===== config.mk =====
export PLATFORM = sky130hd
export DESIGN_NAME = system_status_flag_bank
export DESIGN_NICKNAME = d
export VERILOG_FILES = /design/src/cycle_tick.v /design/src/system_status_flag_bank.v
export VERILOG_INCLUDE_DIRS = /design/src
export SDC_FILE = /design/constraint.sdc
export NUM_CORES = 1
export LEC_CHECK = 0
export ABC_AREA = 1
export ABC_CLOCK_PERIOD_IN_PS = 7400
export BUFFER_PORTS_ARGS = -buffer_cell sky130_fd_sc_hd__buf_2
export CORE_ASPECT_RATIO = 0.7
export CORE_UTILIZATION = 53
export CTS_BUF_LIST = sky130_fd_sc_hd__clkbuf_16
export DETAILED_ROUTE_END_ITERATION = 8
export PLACE_DENSITY = 0.8
export SYNTH_ARGS = -nofsm -noshare
export SYNTH_HDL_FRONTEND = slang
export SYNTH_SLANG_ARGS = --single-unit

===== constraint.sdc =====
create_clock -name i_clk -period 7.4 [get_ports i_clk]
set_clock_uncertainty 0.05 [all_clocks]
set_input_delay 0.74 -clock i_clk [delete_from_list [all_inputs] [get_ports i_clk]]
set_output_delay 0.74 -clock i_clk [all_outputs]
set_load 0.005 [all_outputs]

===== src/sys_flag_regs.vh =====
// register offsets, field positions, reset values and timing counts of the flag bank
`ifndef SYS_FLAG_REGS_VH
`define SYS_FLAG_REGS_VH

// register byte offsets
`define REG_FLAGS 8'h00
`define REG_CTRL 8'h04
`define REG_CLK_W0 8'h08
`define REG_CLK_W1 8'h0c
`define REG_CLK_W2 8'h10
`define REG_CLK_W3 8'h14
`define REG_WDT_CAUSE 8'h18
`define REG_TEST_ERR0 8'h1c
`define REG_TEST_ERR1 8'h20
`define REG_CFG 8'h24

// status register bit positions
`define FLG_FUSE 0
`define FLG_SUPPLY_DOWN 1
`define FLG_BATT_LIVE 2
`define FLG_BATT_LATCH 3
`define FLG_SELF_DIAG 4
`define FLG_DIAG 5
`define FLG_CLK_ERR 6
`define FLG_ONE 7
`define FLG_ZERO 8
`define FLG_WDT 9
`define FLG_READY 10
`define FLG_TEST_ACT 11
`define FLG_FSTOP 12
`define FLG_TEST_ERR 13
`define FLG_WIDTH 14

// control register bit positions
`define CTL_CLK_SET 0
`define CTL_CLK_READ 1
`define CTL_ERR_REL 2

// configuration register bit positions
`define CFG_BATT_USE 0
`define CFG_SUPPLY_AC 1

// reset values
`define CTRL_RST 3'h0
`define CFG_RST 2'h0
`define WORD_RST 16'h0000

// timing
`define CLK_PERIOD_NS 4
`define AC_DOWN_MS 20
`define DC_DOWN_MS 10
`define OP_CYCLE_US 1
`define AC_DOWN_CYC ((`AC_DOWN_MS * 1000000) / `CLK_PERIOD_NS)
`define DC_DOWN_CYC ((`DC_DOWN_MS * 1000000) / `CLK_PERIOD_NS)
`define OP_CYCLE_CYC ((`OP_CYCLE_US * 1000) / `CLK_PERIOD_NS)
`define DOWN_CNT_W 23

`endif


===== src/cycle_tick.v =====
// enable pulse divider that marks each operation cycle
`timescale 1ns/1ps
module cycle_tick #(
	parameter DIV = 250
) (
	input wire i_clk,
	input wire i_rst,
	output wire o_tick
);
	reg [15:0] cnt_ff;
	// full-width terminal count, cut to the counter width on purpose
	wire [31:0] last_full = DIV - 1;
	wire [15:0] last = last_full[15:0];

	// count up the cycle period, pulse on wrap
	always @(posedge i_clk or posedge i_rst) begin
		if (i_rst) begin
			cnt_ff <= 16'h0000;
		end else if (cnt_ff == last) begin
			cnt_ff <= 16'h0000;
		end else begin
			cnt_ff <= cnt_ff + 16'h0001;
		end
	end

	assign o_tick = (cnt_ff == last);
endmodule


===== src/system_status_flag_bank.v =====
// system status and request flag bank of the motion controller
//
// Function
// - fuse-blown flag sets on any blown output fuse and stays set.
// - AC supply: outage shorter than 20 ms sets supply-down; only power cycle clears.
// - DC supply: outage shorter than 10 ms sets supply-down flag.
// - live battery-low flag follows battery, drives indicator, only when battery used.
// - latched battery-low flag sets on low voltage and stays set.
// - self-diagnostic error flag sets on self-diagnosis error and stays set.
// - diagnostic error flag sets on any diagnosis error and stays set.
// - rising clock-set request writes four clock words once; holding it does nothing.
// - invalid clock words presented for setting raise the clock-data error flag.
// - while clock-read request is held, clock words keep loading current BCD time.
// - one constant-one bit and one constant-zero bit, always maintained.
// - rising error-release bit clears the current error condition.
// - watchdog error sets flag, stops axes at once, records cause word.
// - rising controller-ready checks parameters; ready-complete sets only without errors.
// - ready-complete clears whenever controller-ready turns off.
// - test-mode flag is set while peripheral-requested test mode is in effect.
// - refused test-mode request keeps flag clear and sets request error flag.
// - forced-stop input sampled each operation cycle, shown inverted.
// - test-mode request error stores its content in two error words.
//
// Local design decisions: the register offsets and the address-and-strobe port.
`timescale 1ns/1ps
`include "sys_flag_regs.vh"
module system_status_flag_bank #(
	parameter AC_DOWN_CYC = `AC_DOWN_CYC,
	parameter DC_DOWN_CYC = `DC_DOWN_CYC,
	parameter OP_CYCLE_CYC = `OP_CYCLE_CYC
) (
	input wire i_clk,
	input wire i_rst,
	input wire [7:0] i_addr,
	input wire [31:0] i_wdata,
	input wire i_wr,
	input wire i_rd,
	output wire [31:0] o_rdata,
	input wire i_fuse_blown,
	input wire i_supply_ok,
	input wire i_battery_low,
	input wire i_self_diag_err,
	input wire i_diag_err,
	input wire i_wdt_err,
	input wire [15:0] i_wdt_cause,
	input wire i_controller_ready_input,
	input wire i_param_err,
	input wire i_test_mode_req,
	input wire i_test_mode_ok,
	input wire [15:0] i_test_err_data0,
	input wire [15:0] i_test_err_data1,
	input wire i_forced_stop_active,
	input wire [63:0] i_rtc_now,
	output wire [63:0] o_rtc_data,
	output wire o_rtc_set,
	output wire o_battery_indicator,
	output wire o_axis_stop_now,
	output wire o_ready_complete
);
	// one-hot states of the supply watcher
	localparam ST_UP = 2'b01;
	localparam ST_DOWN = 2'b10;

	reg [31:0] rdata_ff;
	reg [2:0] ctrl_ff;
	reg [2:0] ctrl_prev_ff;
	reg [1:0] cfg_ff;
	reg [15:0] clk_w0_ff;
	reg [15:0] clk_w1_ff;
	reg [15:0] clk_w2_ff;
	reg [15:0] clk_w3_ff;
	reg [15:0] wdt_cause_ff;
	reg [15:0] test_err0_ff;
	reg [15:0] test_err1_ff;
	reg rtc_set_ff;
	reg [1:0] sup_state_ff;
	reg [`DOWN_CNT_W-1:0] down_cnt_ff;
	reg output_fuse_blown_flag_ff;
	reg supply_down_flag_ff;
	reg battery_low_live_flag_ff;
	reg battery_low_latched_flag_ff;
	reg self_diag_error_flag_ff;
	reg diag_error_flag_ff;
	reg clock_data_error_flag_ff;
	reg watchdog_error_flag_ff;
	reg ready_complete_flag_ff;
	reg ready_prev_ff;
	reg test_mode_active_flag_ff;
	reg test_req_prev_ff;
	reg test_mode_request_error_flag_ff;
	reg forced_stop_input_flag_ff;
	wire op_tick;
	wire wr_ctrl;
	wire clock_set_request_bit;
	wire clock_read_request_bit;
	wire error_release_bit;
	wire set_rise;
	wire err_release;
	wire clk_words_ok;
	wire [`DOWN_CNT_W-1:0] down_limit;
	wire momentary;
	wire ready_rise;
	wire test_req_rise;
	wire test_refused;
	wire [`FLG_WIDTH-1:0] flags;

	// true when every nibble of a word is a decimal digit
	function bcd_ok;
		input [15:0] w;
		begin
			bcd_ok = (w[3:0] < 4'ha) && (w[7:4] < 4'ha) &&
				(w[11:8] < 4'ha) && (w[15:12] < 4'ha);
		end
	endfunction

	// operation cycle enable
	cycle_tick #(
		.DIV(OP_CYCLE_CYC)
	) u_op_tick (
		.i_clk(i_clk),
		.i_rst(i_rst),
		.o_tick(op_tick)
	);

	// user request bits and their edges
	assign wr_ctrl = i_wr && (i_addr == `REG_CTRL);
	assign clock_set_request_bit = ctrl_ff[`CTL_CLK_SET];
	assign clock_read_request_bit = ctrl_ff[`CTL_CLK_READ];
	assign error_release_bit = ctrl_ff[`CTL_ERR_REL];
	assign set_rise = clock_set_request_bit && !ctrl_prev_ff[`CTL_CLK_SET];
	assign err_release = error_release_bit && !ctrl_prev_ff[`CTL_ERR_REL];

	// control and configuration registers
	always @(posedge i_clk or posedge i_rst) begin
		if (i_rst) begin
			ctrl_ff <= `CTRL_RST;
			ctrl_prev_ff <= `CTRL_RST;
			cfg_ff <= `CFG_RST;
		end else begin
			ctrl_prev_ff <= ctrl_ff;
			if (wr_ctrl) begin
				ctrl_ff <= i_wdata[2:0];
			end
			if (i_wr && (i_addr == `REG_CFG)) begin
				cfg_ff <= i_wdata[1:0];
			end
		end
	end

	// clock data words: software writes, read request reloads them
	always @(posedge i_clk or posedge i_rst) begin
		if (i_rst) begin
			clk_w0_ff <= `WORD_RST;
			clk_w1_ff <= `WORD_RST;
			clk_w2_ff <= `WORD_RST;
			clk_w3_ff <= `WORD_RST;
		end else if (clock_read_request_bit) begin
			// clock element time in bcd, reloaded every cycle
			clk_w0_ff <= i_rtc_now[15:0];
			clk_w1_ff <= i_rtc_now[31:16];
			clk_w2_ff <= i_rtc_now[47:32];
			clk_w3_ff <= i_rtc_now[63:48];
		end else if (i_wr) begin
			if (i_addr == `REG_CLK_W0) begin
				clk_w0_ff <= i_wdata[15:0];
			end
			if (i_addr == `REG_CLK_W1) begin
				clk_w1_ff <= i_wdata[15:0];
			end
			if (i_addr == `REG_CLK_W2) begin
				clk_w2_ff <= i_wdata[15:0];
			end
			if (i_addr == `REG_CLK_W3) begin
				clk_w3_ff <= i_wdata[15:0];
			end
		end
	end

	// validity of the words offered to the clock element
	assign clk_words_ok = bcd_ok(clk_w0_ff) && bcd_ok(clk_w1_ff) &&
		bcd_ok(clk_w2_ff) && bcd_ok(clk_w3_ff);

	// one write pulse per off-to-on edge, bad data never written
	always @(posedge i_clk or posedge i_rst) begin
		if (i_rst) begin
			rtc_set_ff <= 1'b0;
		end else begin
			rtc_set_ff <= set_rise && clk_words_ok;
		end
	end

	assign o_rtc_set = rtc_set_ff;
	assign o_rtc_data = {clk_w3_ff, clk_w2_ff, clk_w1_ff, clk_w0_ff};

	// clock data error: set on bad words, released by error release
	always @(posedge i_clk or posedge i_rst) begin
		if (i_rst) begin
			clock_data_error_flag_ff <= 1'b0;
		end else if (set_rise && !clk_words_ok) begin
			clock_data_error_flag_ff <= 1'b1;
		end else if (err_release) begin
			clock_data_error_flag_ff <= 1'b0;
		end
	end

	// outage length limit picked by supply type
	assign down_limit = cfg_ff[`CFG_SUPPLY_AC] ?
		AC_DOWN_CYC[`DOWN_CNT_W-1:0] :
		DC_DOWN_CYC[`DOWN_CNT_W-1:0];
	assign momentary = (down_cnt_ff < down_limit);

	// supply watcher: time each outage, flag short ones
	always @(posedge i_clk or posedge i_rst) begin
		if (i_rst) begin
			sup_state_ff <= ST_UP;
			down_cnt_ff <= {`DOWN_CNT_W{1'b0}};
			supply_down_flag_ff <= 1'b0;
		end else begin
			case (sup_state_ff)
				ST_UP: begin
					down_cnt_ff <= {`DOWN_CNT_W{1'b0}};
					if (!i_supply_ok) begin
						sup_state_ff <= ST_DOWN;
					end
				end
				ST_DOWN: begin
					if (i_supply_ok) begin
						sup_state_ff <= ST_UP;
						if (momentary) begin
							// only reset (power cycle) clears it
							supply_down_flag_ff <= 1'b1;
						end
					end else if (momentary) begin
						down_cnt_ff <= down_cnt_ff + {{(`DOWN_CNT_W-1){1'b0}}, 1'b1};
					end
				end
				default: begin
					sup_state_ff <= ST_UP;
				end
			endcase
		end
	end

	// fault flags, sticky except the live battery flag, updated every clock cycle
	always @(posedge i_clk or posedge i_rst) begin
		if (i_rst) begin
			output_fuse_blown_flag_ff <= 1'b0;
			battery_low_live_flag_ff <= 1'b0;
			battery_low_latched_flag_ff <= 1'b0;
			self_diag_error_flag_ff <= 1'b0;
			diag_error_flag_ff <= 1'b0;
		end else begin
			if (i_fuse_blown) begin
				output_fuse_blown_flag_ff <= 1'b1;
			end else if (err_release) begin
				output_fuse_blown_flag_ff <= 1'b0;
			end
			// live flag only watches battery when it is in use
			battery_low_live_flag_ff <= cfg_ff[`CFG_BATT_USE] && i_battery_low;
			if (cfg_ff[`CFG_BATT_USE] && i_battery_low) begin
				battery_low_latched_flag_ff <= 1'b1;
			end
			if (i_self_diag_err) begin
				self_diag_error_flag_ff <= 1'b1;
			end else if (err_release) begin
				self_diag_error_flag_ff <= 1'b0;
			end
			if (i_diag_err || i_self_diag_err) begin
				diag_error_flag_ff <= 1'b1;
			end else if (err_release) begin
				diag_error_flag_ff <= 1'b0;
			end
		end
	end

	assign o_battery_indicator = battery_low_live_flag_ff;

	// watchdog: flag, cause capture and immediate axis stop
	always @(posedge i_clk or posedge i_rst) begin
		if (i_rst) begin
			watchdog_error_flag_ff <= 1'b0;
			wdt_cause_ff <= `WORD_RST;
		end else if (i_wdt_err) begin
			watchdog_error_flag_ff <= 1'b1;
			wdt_cause_ff <= i_wdt_cause;
		end else if (err_release) begin
			watchdog_error_flag_ff <= 1'b0;
		end
	end

	assign o_axis_stop_now = watchdog_error_flag_ff;

	// ready complete follows controller-ready after a clean check
	assign ready_rise = i_controller_ready_input && !ready_prev_ff;
	always @(posedge i_clk or posedge i_rst) begin
		if (i_rst) begin
			ready_prev_ff <= 1'b0;
			ready_complete_flag_ff <= 1'b0;
		end else begin
			ready_prev_ff <= i_controller_ready_input;
			if (!i_controller_ready_input) begin
				ready_complete_flag_ff <= 1'b0;
			end else if (ready_rise) begin
				ready_complete_flag_ff <= !i_param_err;
			end
		end
	end

	assign o_ready_complete = ready_complete_flag_ff;

	// test mode: active while granted, error and data on refusal
	assign test_req_rise = i_test_mode_req && !test_req_prev_ff;
	assign test_refused = test_req_rise && !i_test_mode_ok;
	always @(posedge i_clk or posedge i_rst) begin
		if (i_rst) begin
			test_req_prev_ff <= 1'b0;
			test_mode_active_flag_ff <= 1'b0;
			test_mode_request_error_flag_ff <= 1'b0;
			test_err0_ff <= `WORD_RST;
			test_err1_ff <= `WORD_RST;
		end else begin
			test_req_prev_ff <= i_test_mode_req;
			test_mode_active_flag_ff <= i_test_mode_req && i_test_mode_ok;
			if (test_refused) begin
				test_mode_request_error_flag_ff <= 1'b1;
				test_err0_ff <= i_test_err_data0;
				test_err1_ff <= i_test_err_data1;
			end else if (err_release) begin
				test_mode_request_error_flag_ff <= 1'b0;
			end
		end
	end

	// forced stop sampled once per operation cycle, inverted
	always @(posedge i_clk or posedge i_rst) begin
		if (i_rst) begin
			forced_stop_input_flag_ff <= 1'b0;
		end else if (op_tick) begin
			forced_stop_input_flag_ff <= !i_forced_stop_active;
		end
	end

	// status word, constants tied in
	assign flags = {
		test_mode_request_error_flag_ff,
		forced_stop_input_flag_ff,
		test_mode_active_flag_ff,
		ready_complete_flag_ff,
		watchdog_error_flag_ff,
		1'b0, // constant zero
		1'b1, // constant one
		clock_data_error_flag_ff,
		diag_error_flag_ff,
		self_diag_error_flag_ff,
		battery_low_latched_flag_ff,
		battery_low_live_flag_ff,
		supply_down_flag_ff,
		output_fuse_blown_flag_ff
	};

	// read port: data valid one cycle after the strobe, zero otherwise
	always @(posedge i_clk or posedge i_rst) begin
		if (i_rst) begin
			rdata_ff <= 32'h00000000;
		end else if (i_rd) begin
			case (i_addr)
				`REG_FLAGS: rdata_ff <= {18'h00000, flags};
				`REG_CTRL: rdata_ff <= {29'h00000000, ctrl_ff};
				`REG_CLK_W0: rdata_ff <= {16'h0000, clk_w0_ff};
				`REG_CLK_W1: rdata_ff <= {16'h0000, clk_w1_ff};
				`REG_CLK_W2: rdata_ff <= {16'h0000, clk_w2_ff};
				`REG_CLK_W3: rdata_ff <= {16'h0000, clk_w3_ff};
				`REG_WDT_CAUSE: rdata_ff <= {16'h0000, wdt_cause_ff};
				`REG_TEST_ERR0: rdata_ff <= {16'h0000, test_err0_ff};
				`REG_TEST_ERR1: rdata_ff <= {16'h0000, test_err1_ff};
				`REG_CFG: rdata_ff <= {30'h00000000, cfg_ff};
				default: rdata_ff <= 32'h00000000;
			endcase
		end else begin
			rdata_ff <= 32'h00000000;
		end
	end

	assign o_rdata = rdata_ff;
endmodule


==> qor.csv, run 1 <==
stage,metric,value,unit
detailed_routing,first_pass_iters,5,
floorplanning,ios,267,
cts,root_buffer,clkbuf_16,
global_routing,antenna_found_initial,0,
floorplanning,die_h,117,µm
cts,cts_buffers,17,
critical_path,criticalPathCategory,flip-flop to flip-flop,
detailed_routing,drc_errors,0,
floorplanning,die-area,19600,µm²
layout,fillers,1536,
sta,finalSetupViolCount,0,
sta,slew_violations,0,
synth,yosysTopAreaCell,dfrtp_1,
sta,final.period_utilization,44.0,%
cts,clkTransAtPathRegs,70,ps
pwr,peakVddDrop,0.000158,V
synth,synth_commonest_cells,"457 x nand2_1, 190 x dfrtp_1, 125 x nor2_1",
synth,synth-main-ff-cell,dfrtp_1,
layout,drive_gt1_share,22.0,%
synth,synth.distinct_cells,50,
global_routing,met2_usage,46.3,%
cts,clk_latency,440,ps
floorplanning,initial_utilization,55.0,%
critical_path,endpoint_kind,flip-flop,
global_routing,gr-usage-met1,48.4,%
place,gp_congestion,0.991,
sta,rsz0062_at_grt,false,
detailed_routing,vias,9836,
cts,clockBufferDepth,2,
detailed_routing,wirelength,32000,µm
sta,hold_viol_final,0,
floorplanning,fp.coreArea,18300,µm²
sta,fin_setup_tns,0,ps
global_routing,globalRouteOverflowTotal,0,
global_routing,first_global_vias,8984,
pwr,power.density,203,nW/µm²
sta,period_needed,3260,ps
detailed_routing,wl_per_cell,18.5,µm
synth,yosysMostFrequentCell,nand2_1,
layout,utilization,64.8,%
synth,synth_area_per_cell,7.94,µm²
synth,async_reset_ff_share,100,%
floorplanning,num_rows,41,
detailed_routing,drt_iter0_markers,1119,
synth,synth_edf_count,0,
global_routing,grtUsageTotal,33.1,%
layout,fin_cells,1730,
sta,max_clock_freq,0.307,GHz
synth,ys_warn_count,0,
cts,cts_max_level,4,
place,port_buffers,234,
hold_path,hold_class,flip-flop to flip-flop,
global_routing,grtUsageMet3,11.0,%
synth,ys_ff_latch,191,
place,dp_hpwl,23500,µm
place,placed_cells,1697,
cts,cts_post_setup_buffers_inserted,0,
sta,max-slew-margin-rel,22.7,%
critical_path,critPathLaunchType,flip-flop,
sta,worst_pin_slew,1160,ps
synth,synth_area_leaders,"dfrtp_1 47%, nand2_1 17%, o211ai_1 4.8%, nor2_1 4.7%, inv_1 3.5%",
global_routing,grt_start_max_net_pins,120,
global_routing,grt.busiest_layer,met1,
cts,cts_hold_buf,0,
synth,netlist.area_leader.share,47.2,%
critical_path,timing.critical_path.arrival,3570,ps
layout,area_growth_syn_to_layout,17.9,%
detailed_routing,via_per_inst,5.69,
cts,numClockSinks,191,
critical_path,crit_path_max_fanout,24,
global_routing,grt_pass1_wl,49300,µm
synth,synthCells,1269,
pwr,leakagePower,0.00602,µW
layout,nNetsFinal,1661,
synth,yosysSeqAreaShare,47.5,%
cts,cts_resized,0,
detailed_routing,drtAntennaViolNets,0,
critical_path,critPathRequiredTime,7720,ps
run_status,status,"complete, no violations",
floorplanning,chipWidth,167,µm
synth,synth_area,10100,µm²
run,maxCapViolations,0,
cts,cts_tree,yes,
metrics by stage:
stage	setup WS (ps)	total power, µW	area [µm²]	hold WS, ps
finish	4140	2410	11900	369
global route	4000	2490	11900	370
CTS	4190	2410	11900	362
detailed placement	4290	1430	11200	345
global placement	4400	1430	11200	330
floorplan	1410	1320	10100	324
cells by family after synthesis:
group           count (synthesis)  synth area share [%]
fa+ha+maj                      14                  1.74
mux                            18                  2.01
other cells                     1                0.0372
simple gates                  698                  29.0
xor+xnor                       18                  1.57
flops                         191                  47.5
buf+inv                       162                  7.60
compound gates                167                  10.6
power by group:
| part | internal (µW) | total, µW | switching (µW) |
|---|---|---|---|
| logic | 98.1 | 258 | 160 |
| clock network | 545 | 989 | 444 |
| registers | 1110 | 1160 | 49.9 |
cells in the final DEF, fill, tap and decap left out, drive strengths merged, types with 2 or more instances in the layout:
cell type	instances
nand4	19
o211ai	65
nor2	134
clkinv	7
o21bai	2
inv	107
nor3b	4
nand2	466
xnor2	5
xor2	13
or2	2
nor3	9
bufinv	3
nand3	59
mux2	18
buf	236
dfrtp	190
a21oi	43
o21ai	49
ha	14
conb	16
clkbuf	17
and3	2
worst paths after layout:
kind                            startpoint                   to  slack, ps  cells past startpoint
worst max register to register   cfg_ff[1]      down_cnt_ff[13]       4140                     11
max in group asynchronous            i_rst           ctrl_ff[1]       5440                      3
min in group asynchronous            i_rst  u_op_tick.cnt_ff[8]        420                      2
worst min register to register  ctrl_ff[2]      ctrl_prev_ff[2]        370                      0
worst min-delay path            ctrl_ff[2]      ctrl_prev_ff[2]        370                      0
worst max-delay path             cfg_ff[1]      down_cnt_ff[13]       4140                     11
per-layer routing:
metal / vias up / share of wire (%)
met1: 4630 / 43
met2: 660 / 41
met3: 61 / 13
li1: 4483 / -
met5: - / 0.26
met4: 2 / 2.0
critical path: stages (launching register included):
cell and delay [ps]:
dfrtp_1 570, inv_1 270, ha_1 380, nand2_1 90
inv_1 50, nand2_2 100, inv_2 40, a21oi_2 210
nand4_2 600, nand2_2 600, nand2_1 120, nand2_1 90
area by class of cell:
class,instances,area (µm²),area share [%]
diodes,1,2.50,0.0211
clock buffers,17,425,3.58
clock inverters,15,201,1.70
inverters,103,397,3.34
multi-input cells,931,4580,38.6
flip-flops and latches,191,4780,40.3
well taps,236,295,2.49
repair buffers,236,1190,9.99
registers in the layout (all words and copies together), names as in the netlist, 3 cells and up:
signal / flops
test_err0_ff: 16
o_rdata: 16
down_cnt_ff: 23
clk_w3_ff: 16
test_err1_ff: 16
wdt_cause_ff: 16
clk_w1_ff: 16
clk_w0_ff: 16
ctrl_ff: 3
clk_w2_ff: 16
u_op_tick.cnt_ff: 16
Power figures use the tool's default switching activity.
==> run 2: changes to the inputs <==
- ABC_CLOCK_PERIOD_IN_PS: 7400 -> 3000
- clock period: 7.4 -> 3 ns (I/O delays scaled with it)
==> qor.csv, run 2 (synthesized netlist as in run 1, its figures left out) <==
stage,metric,value,unit,change
cts,cts_resized,0,,unchanged
global_routing,antenna_found_initial,1,,+1
critical_path,regToRegSetupSlack,710,ps,-3430 ps
floorplanning,ios,267,,unchanged
layout,area_growth_syn_to_layout,18.9,%,
critical_path,critPathLaunchType,flip-flop,,
pwr,pwr-share-clk,39.1,%,-1.9 points
critical_path,criticalPathCategory,flip-flop to flip-flop,,
floorplanning,die_h,117,µm,unchanged
sta,period_needed,2290,ps,-968 ps
critical_path,cpMostUsedCell,nand2_1,,
detailed_routing,drc_errors,0,,unchanged
critical_path,worst_path_max_delay_cell,dfrtp_1,,
pwr,power.density,484,nW/µm²,+140%
detailed_routing,first_pass_iters,5,,unchanged
floorplanning,die-area,19600,µm²,unchanged
cts,clkTransAtPathRegs,80,ps,about the same
layout,largest_reg_flops,23,,unchanged
sta,worst_pin_slew,1060,ps,-95.1 ps
critical_path,path_delay_family,simple AND/OR/NAND/NOR gates,,
detailed_routing,wirelength,32300,µm,+1.2%
cts,cts_tree,yes,,
pwr,p_total,5800,µW,+140%
floorplanning,initial_utilization,55.0,%,unchanged
cts,cts_max_level,4,,unchanged
sta,hold_viol_final,0,,unchanged
sta,rsz0062_at_grt,false,,
detailed_routing,drt_iter0_markers,1297,,+16%
critical_path,reg2reg_from,cfg_ff[1],,
sta,max_clock_freq,0.437,GHz,+42%
floorplanning,chipWidth,167,µm,unchanged
floorplanning,num_rows,41,,unchanged
place,port_buffers,234,,unchanged
critical_path,cp_cell_sequence,"inv_1, ha_1, a21o_1, nor2_1, nand2_1, nand2_1, nand4_2, nand2_2, nand2_1, nand2_1",,
cts,root_buffer,clkbuf_16,,
layout,final_common_cell,nand2_1,,
sta,slew_violations,0,,unchanged
critical_path,critPathRequiredTime,3330,ps,-4390 ps
run_status,status,"complete, no violations",,
pwr,peakVddDrop,0.000427,V,+170%
layout,finish.instance_area,12000,µm²,+0.91%
sta,fin_setup_tns,0,ps,unchanged
critical_path,timing.critical_path.arrival,2620,ps,-950 ps
critical_path,endpoint_kind,flip-flop,,
sta,final.period_utilization,76.3,%,+32 points
global_routing,grtUsageTotal,33.7,%,+0.58 points
cts,clockBufferDepth,2,,unchanged
global_routing,first_global_vias,9021,,+0.41%
place,dp_hpwl,24300,µm,+3.5%
cts,clk_latency,440,ps,about the same
hold_path,hold_class,input pin to asynchronous set/reset pin,,
layout,layout_common_cells,"457 x nand2_1, 234 x buf_2, 189 x dfrtp_1, 125 x nor2_1, 92 x inv_1",,
layout,drive_gt1_share,22.4,%,+0.41 points
place,gp_congestion,0.979,,-1.2%
critical_path,crit_path_max_fanout,21,,-13%
global_routing,grt_start_max_net_pins,46,,-62%
pwr,combPwrFrac,11.4,%,+0.7 points
critical_path,r2r-end,down_cnt_ff[20],,
detailed_routing,wl_per_cell,18.5,µm,+0.42%
critical_path,max_stage_delay,510,ps,-90 ps
sta,finalSetupViolCount,0,,unchanged
sta,max-slew-margin-rel,29.1,%,+6.3 points
critical_path,reg2reg_depth,10,,-1
run,maxCapViolations,0,,unchanged
pwr,swShare,28.0,%,+0.83 points
pwr,leakagePower,0.00607,µW,+0.86%
global_routing,globalRouteOverflowTotal,0,,unchanged
critical_path,cp.depth,10,,-1
pwr,power.switching,1620,µW,+150%
detailed_routing,via_per_inst,5.66,,-0.45%
place,placed_area,11400,µm²,+1.0%
layout,top_register,down_cnt_ff,,
detailed_routing,vias,9865,,+0.29%
pwr,p_int,4180,µW,+140%
critical_path,path_buf_inv,1,,-2
cts,cts_buffers,17,,unchanged
global_routing,grt_pass1_wl,50200,µm,+1.7%
floorplanning,fp.coreArea,18300,µm²,unchanged
sta,hold_ws,9.67,ps,-360 ps
layout,nNetsFinal,1674,,+0.78%
detailed_routing,drtAntennaViolNets,0,,unchanged
pwr,power_frac_seq,49.5,%,+1.3 points
cts,numClockSinks,191,,unchanged
run 2: cell count changes in the layout (fill, tap and decap cells not counted):
cell           previous run  this run
dlygate4sd3_1             0         4
buf_4                     2         7
inv_8                     4         3
clkinv_4                  2         4
clkinvlp_4                1         2
inv_6                     3         2
bufinv_16                 3         1
buf_12                    0         4
clkinv_2                  2         3
run 2: routing by layer:
layer / GRT usage [%] / vias to the layer above / wire length, µm
met5: 0 / - / 0
met4: 10.8 / 0 / 726
met3: 10.4 / 66 / 4230
met2: 46.0 / 684 / 13600
met1: 50.4 / 4593 / 13800
li1: - / 4522 / -
run 2: what timing repair did:
| item | 4_1_cts | 5_1_grt |
|---|---|---|
| buffers inserted | 0 | 0 |
| setup endpoints to repair | 0 | 0 |
| hold endpoints to repair | 4 | 0 |
| hold buffers | 4 | 0 |
run 2: stage by stage:
stage | instances | setup slack [ps] | util (%)
floorplan | 1284 | 188 | -
global placement | 1706 | 772 | 62.0
detailed placement | 1706 | 700 | 62.0
CTS | 1742 | 701 | 65.4
global route | 1743 | 509 | 65.4
finish | 1743 | 711 | 65.4
run 2: how the worst max path moves through the flow:
stage                   start                          end  slack [ps]
finish              cfg_ff[1]              down_cnt_ff[20]         710
CTS                 cfg_ff[1]               down_cnt_ff[9]         700
floorplan               i_rst  battery_low_latched_flag_ff         190
global placement    cfg_ff[1]              down_cnt_ff[19]         770
global route        cfg_ff[1]               down_cnt_ff[9]         510
detailed placement  cfg_ff[1]              down_cnt_ff[21]         700
run 2: power by group through the flow:
stage / clock network [µW] / logic [µW] / registers, µW
6_report: 2270 / 659 / 2870
5_1_grt: 2380 / 729 / 2890
4_1_cts: 2280 / 656 / 2870
3_5_place_dp: 0 / 646 / 2920
3_3_place_gp: 0 / 630 / 2910
2_1_floorplan: 0 / 391 / 2880
run 2: cell type report:
class,count,area (µm²)
multi-input cells,931,4580
inverters,103,393
diodes,1,2.50
flip-flops and latches,191,4780
well taps,236,295
clock inverters,15,155
repair buffers,249,1340
clock buffers,17,425
fillers,1520,6330
==> run 3: changes to the inputs <==
- ABC_CLOCK_PERIOD_IN_PS: 3000 -> 2100
- CORE_UTILIZATION: 53 -> 48
- PLACE_DENSITY: 0.8 -> 0.77
- clock period: 3 -> 2.1 ns (I/O delays scaled with it)
==> qor.csv, run 3 (synthesized netlist as in run 1, its figures left out) <==
stage,metric,value,unit,change
floorplanning,num_rows,43,,+4.9%
pwr,power.density,626,nW/µm²,+29%
place,dp_hpwl,24900,µm,+2.3%
detailed_routing,wl_per_cell,18.5,µm,about the same
critical_path,startpoint,cfg_ff[1],,
detailed_routing,drt_iter0_markers,1370,,+5.6%
global_routing,grtUsageTotal,33.2,%,-0.45 points
critical_path,path_delay_family,simple AND/OR/NAND/NOR gates,,
detailed_routing,wirelength,35300,µm,+9.2%
critical_path,worst_path_max_delay_cell,dfrtp_1,,
cts,numClockSinks,191,,unchanged
sta,max-slew-margin-rel,52.3,%,+23 points
detailed_routing,drtAntennaViolNets,0,,unchanged
cts,clockBufferDepth,2,,unchanged
layout,layout_common_cells,"455 x nand2_1, 234 x buf_2, 189 x dfrtp_1, 124 x nor2_1, 114 x dlygate4sd3_1",,
sta,final.period_utilization,94.9,%,+19 points
run,maxCapViolations,0,,unchanged
hold_path,worstHoldStart,i_test_err_data1[15],,
sta,finalSetupViolCount,0,,unchanged
run_status,status,"complete, no violations",,
pwr,leakagePower,0.00660,µW,+8.8%
sta,slew_violations,0,,unchanged
floorplanning,ios,267,,unchanged
cts,clk_latency,450,ps,about the same
floorplanning,fp.coreArea,20200,µm²,+10%
critical_path,endpoint_kind,flip-flop,,
critical_path,critPathRequiredTime,2440,ps,-890 ps
layout,drive_gt1_share,21.7,%,-0.78 points
cts,cts_max_level,4,,unchanged
detailed_routing,dr.max_layer_used,met5,,
critical_path,critPathLaunchType,flip-flop,,
floorplanning,die_h,123,µm,+5.0%
place,port_buffers,234,,unchanged
layout,fillers,1653,,+8.8%
cts,root_buffer,clkbuf_16,,
floorplanning,die-area,21600,µm²,+10%
detailed_routing,first_pass_iters,8,,+3
detailed_routing,wl_met1,14800,µm,+6.9%
place,gp_congestion,0.970,,-0.98%
sta,worst_pin_slew,716,ps,-348 ps
detailed_routing,wl_met3,4630,µm,+9.6%
cts,cts_buffers,17,,unchanged
layout,largest_reg_flops,23,,unchanged
layout,top_register,down_cnt_ff,,
sta,period_needed,1990,ps,-297 ps
global_routing,antenna_found_initial,2,,+1
critical_path,criticalPathCategory,flip-flop to flip-flop,,
layout,area_growth_syn_to_layout,31.9,%,
sta,rsz0062_at_grt,false,,
floorplanning,initial_utilization,49.9,%,-5.1 points
hold_path,hold_class,input pin to flip-flop,,
critical_path,reg2reg_from,cfg_ff[1],,
detailed_routing,vias,10500,,+6.8%
global_routing,grt_pass1_wl,53400,µm,+6.5%
global_routing,globalRouteOverflowTotal,0,,unchanged
critical_path,path_buf_inv,2,,+1
layout,nNetsFinal,1802,,+7.6%
sta,hold_viol_final,0,,unchanged
sta,fin_setup_tns,0,ps,unchanged
critical_path,max_stage_delay,400,ps,-110 ps
critical_path,crit_path_max_fanout,10,,-52%
global_routing,first_global_vias,9701,,+7.5%
cts,clkTransAtPathRegs,70,ps,about the same
sta,max_clock_freq,0.502,GHz,+15%
detailed_routing,drc_errors,0,,unchanged
global_routing,grt_start_max_net_pins,55,,+20%
layout,utilization,65.9,%,+0.44 points
cts,cts_tree,yes,,
floorplanning,chipWidth,175,µm,+5.0%
pwr,peakVddDrop,0.000699,V,+64%
layout,final_common_cell,nand2_1,,
detailed_routing,dr_wl_met2,14700,µm,+8.3%
critical_path,cp_cell_sequence,"inv_2, ha_1, a21o_1, nor2_1, nand2_2, nand2_2, nand4_4, nand2_4, clkbuf_16, nand2_1, nand2_1",,
detailed_routing,via_per_inst,5.53,,-2.3%
critical_path,timing.critical_path.arrival,2330,ps,-290 ps
## run 3: repair_timing
| item | in CTS | in global routing |
|---|---|---|
| setup endpoints to repair | 0 | 23 |
| gates resized for setup | 0 | 9 |
| hold buffers | 114 | 0 |
| hold endpoints to repair | 125 | 0 |
| buffers inserted | 0 | 0 |
## run 3: area by class of cell
class	count	area, µm²	area share, %
Multi-Input combinational cell	931	4620	34.8
Inverter	103	393	2.96
Clock buffer	17	425	3.20
Tap cell	270	338	2.54
Sequential cell	191	4780	36.0
Antenna cell	1	2.50	0.0188
Clock inverter	15	108	0.810
Timing Repair Buffer	377	2610	19.7
## run 3: metrics by stage
stage / total power, µW / std cells / hold WS [ps] / area [µm²] / setup slack, ps
global route: 8620 / 1905 / 2.08 / 13300 / 5.07
floorplan: 4670 / 1284 / 191 / 10100 / -622
finish: 8320 / 1905 / 13.5 / 13300 / 107
global placement: 5090 / 1757 / 156 / 11500 / 167
detailed placement: 5120 / 1757 / 160 / 11500 / 69.5
CTS: 8260 / 1903 / 0.0288 / 13200 / 54.6
## run 3: final timing paths
| check | end | slack (ps) | cells past startpoint |
|---|---|---|---|
| worst max-delay path | down_cnt_ff[14] | 110 | 11 |
| worst min-delay path | test_err1_ff[15] | 10 | 2 |
| worst max register to register | down_cnt_ff[14] | 110 | 11 |
| worst min register to register | ctrl_prev_ff[2] | 360 | 0 |
| max in group asynchronous | u_op_tick.cnt_ff[8] | 970 | 5 |
| min in group asynchronous | o_rdata[15] | 250 | 3 |
## run 3: where the power goes
| group | leakage (µW) | switching [µW] | internal (µW) |
|---|---|---|---|
| clock network | 0.000255 | 1430 | 1600 |
| logic | 0.00402 | 639 | 547 |
| registers | 0.00232 | 178 | 3920 |
## run 3: metal layers
layer / vias to the layer above / track usage, %
met3: 115 / 12.6
met4: 2 / 11.1
met2: 740 / 47.7
met5: - / 0
li1: 4771 / -
met1: 4910 / 46.0
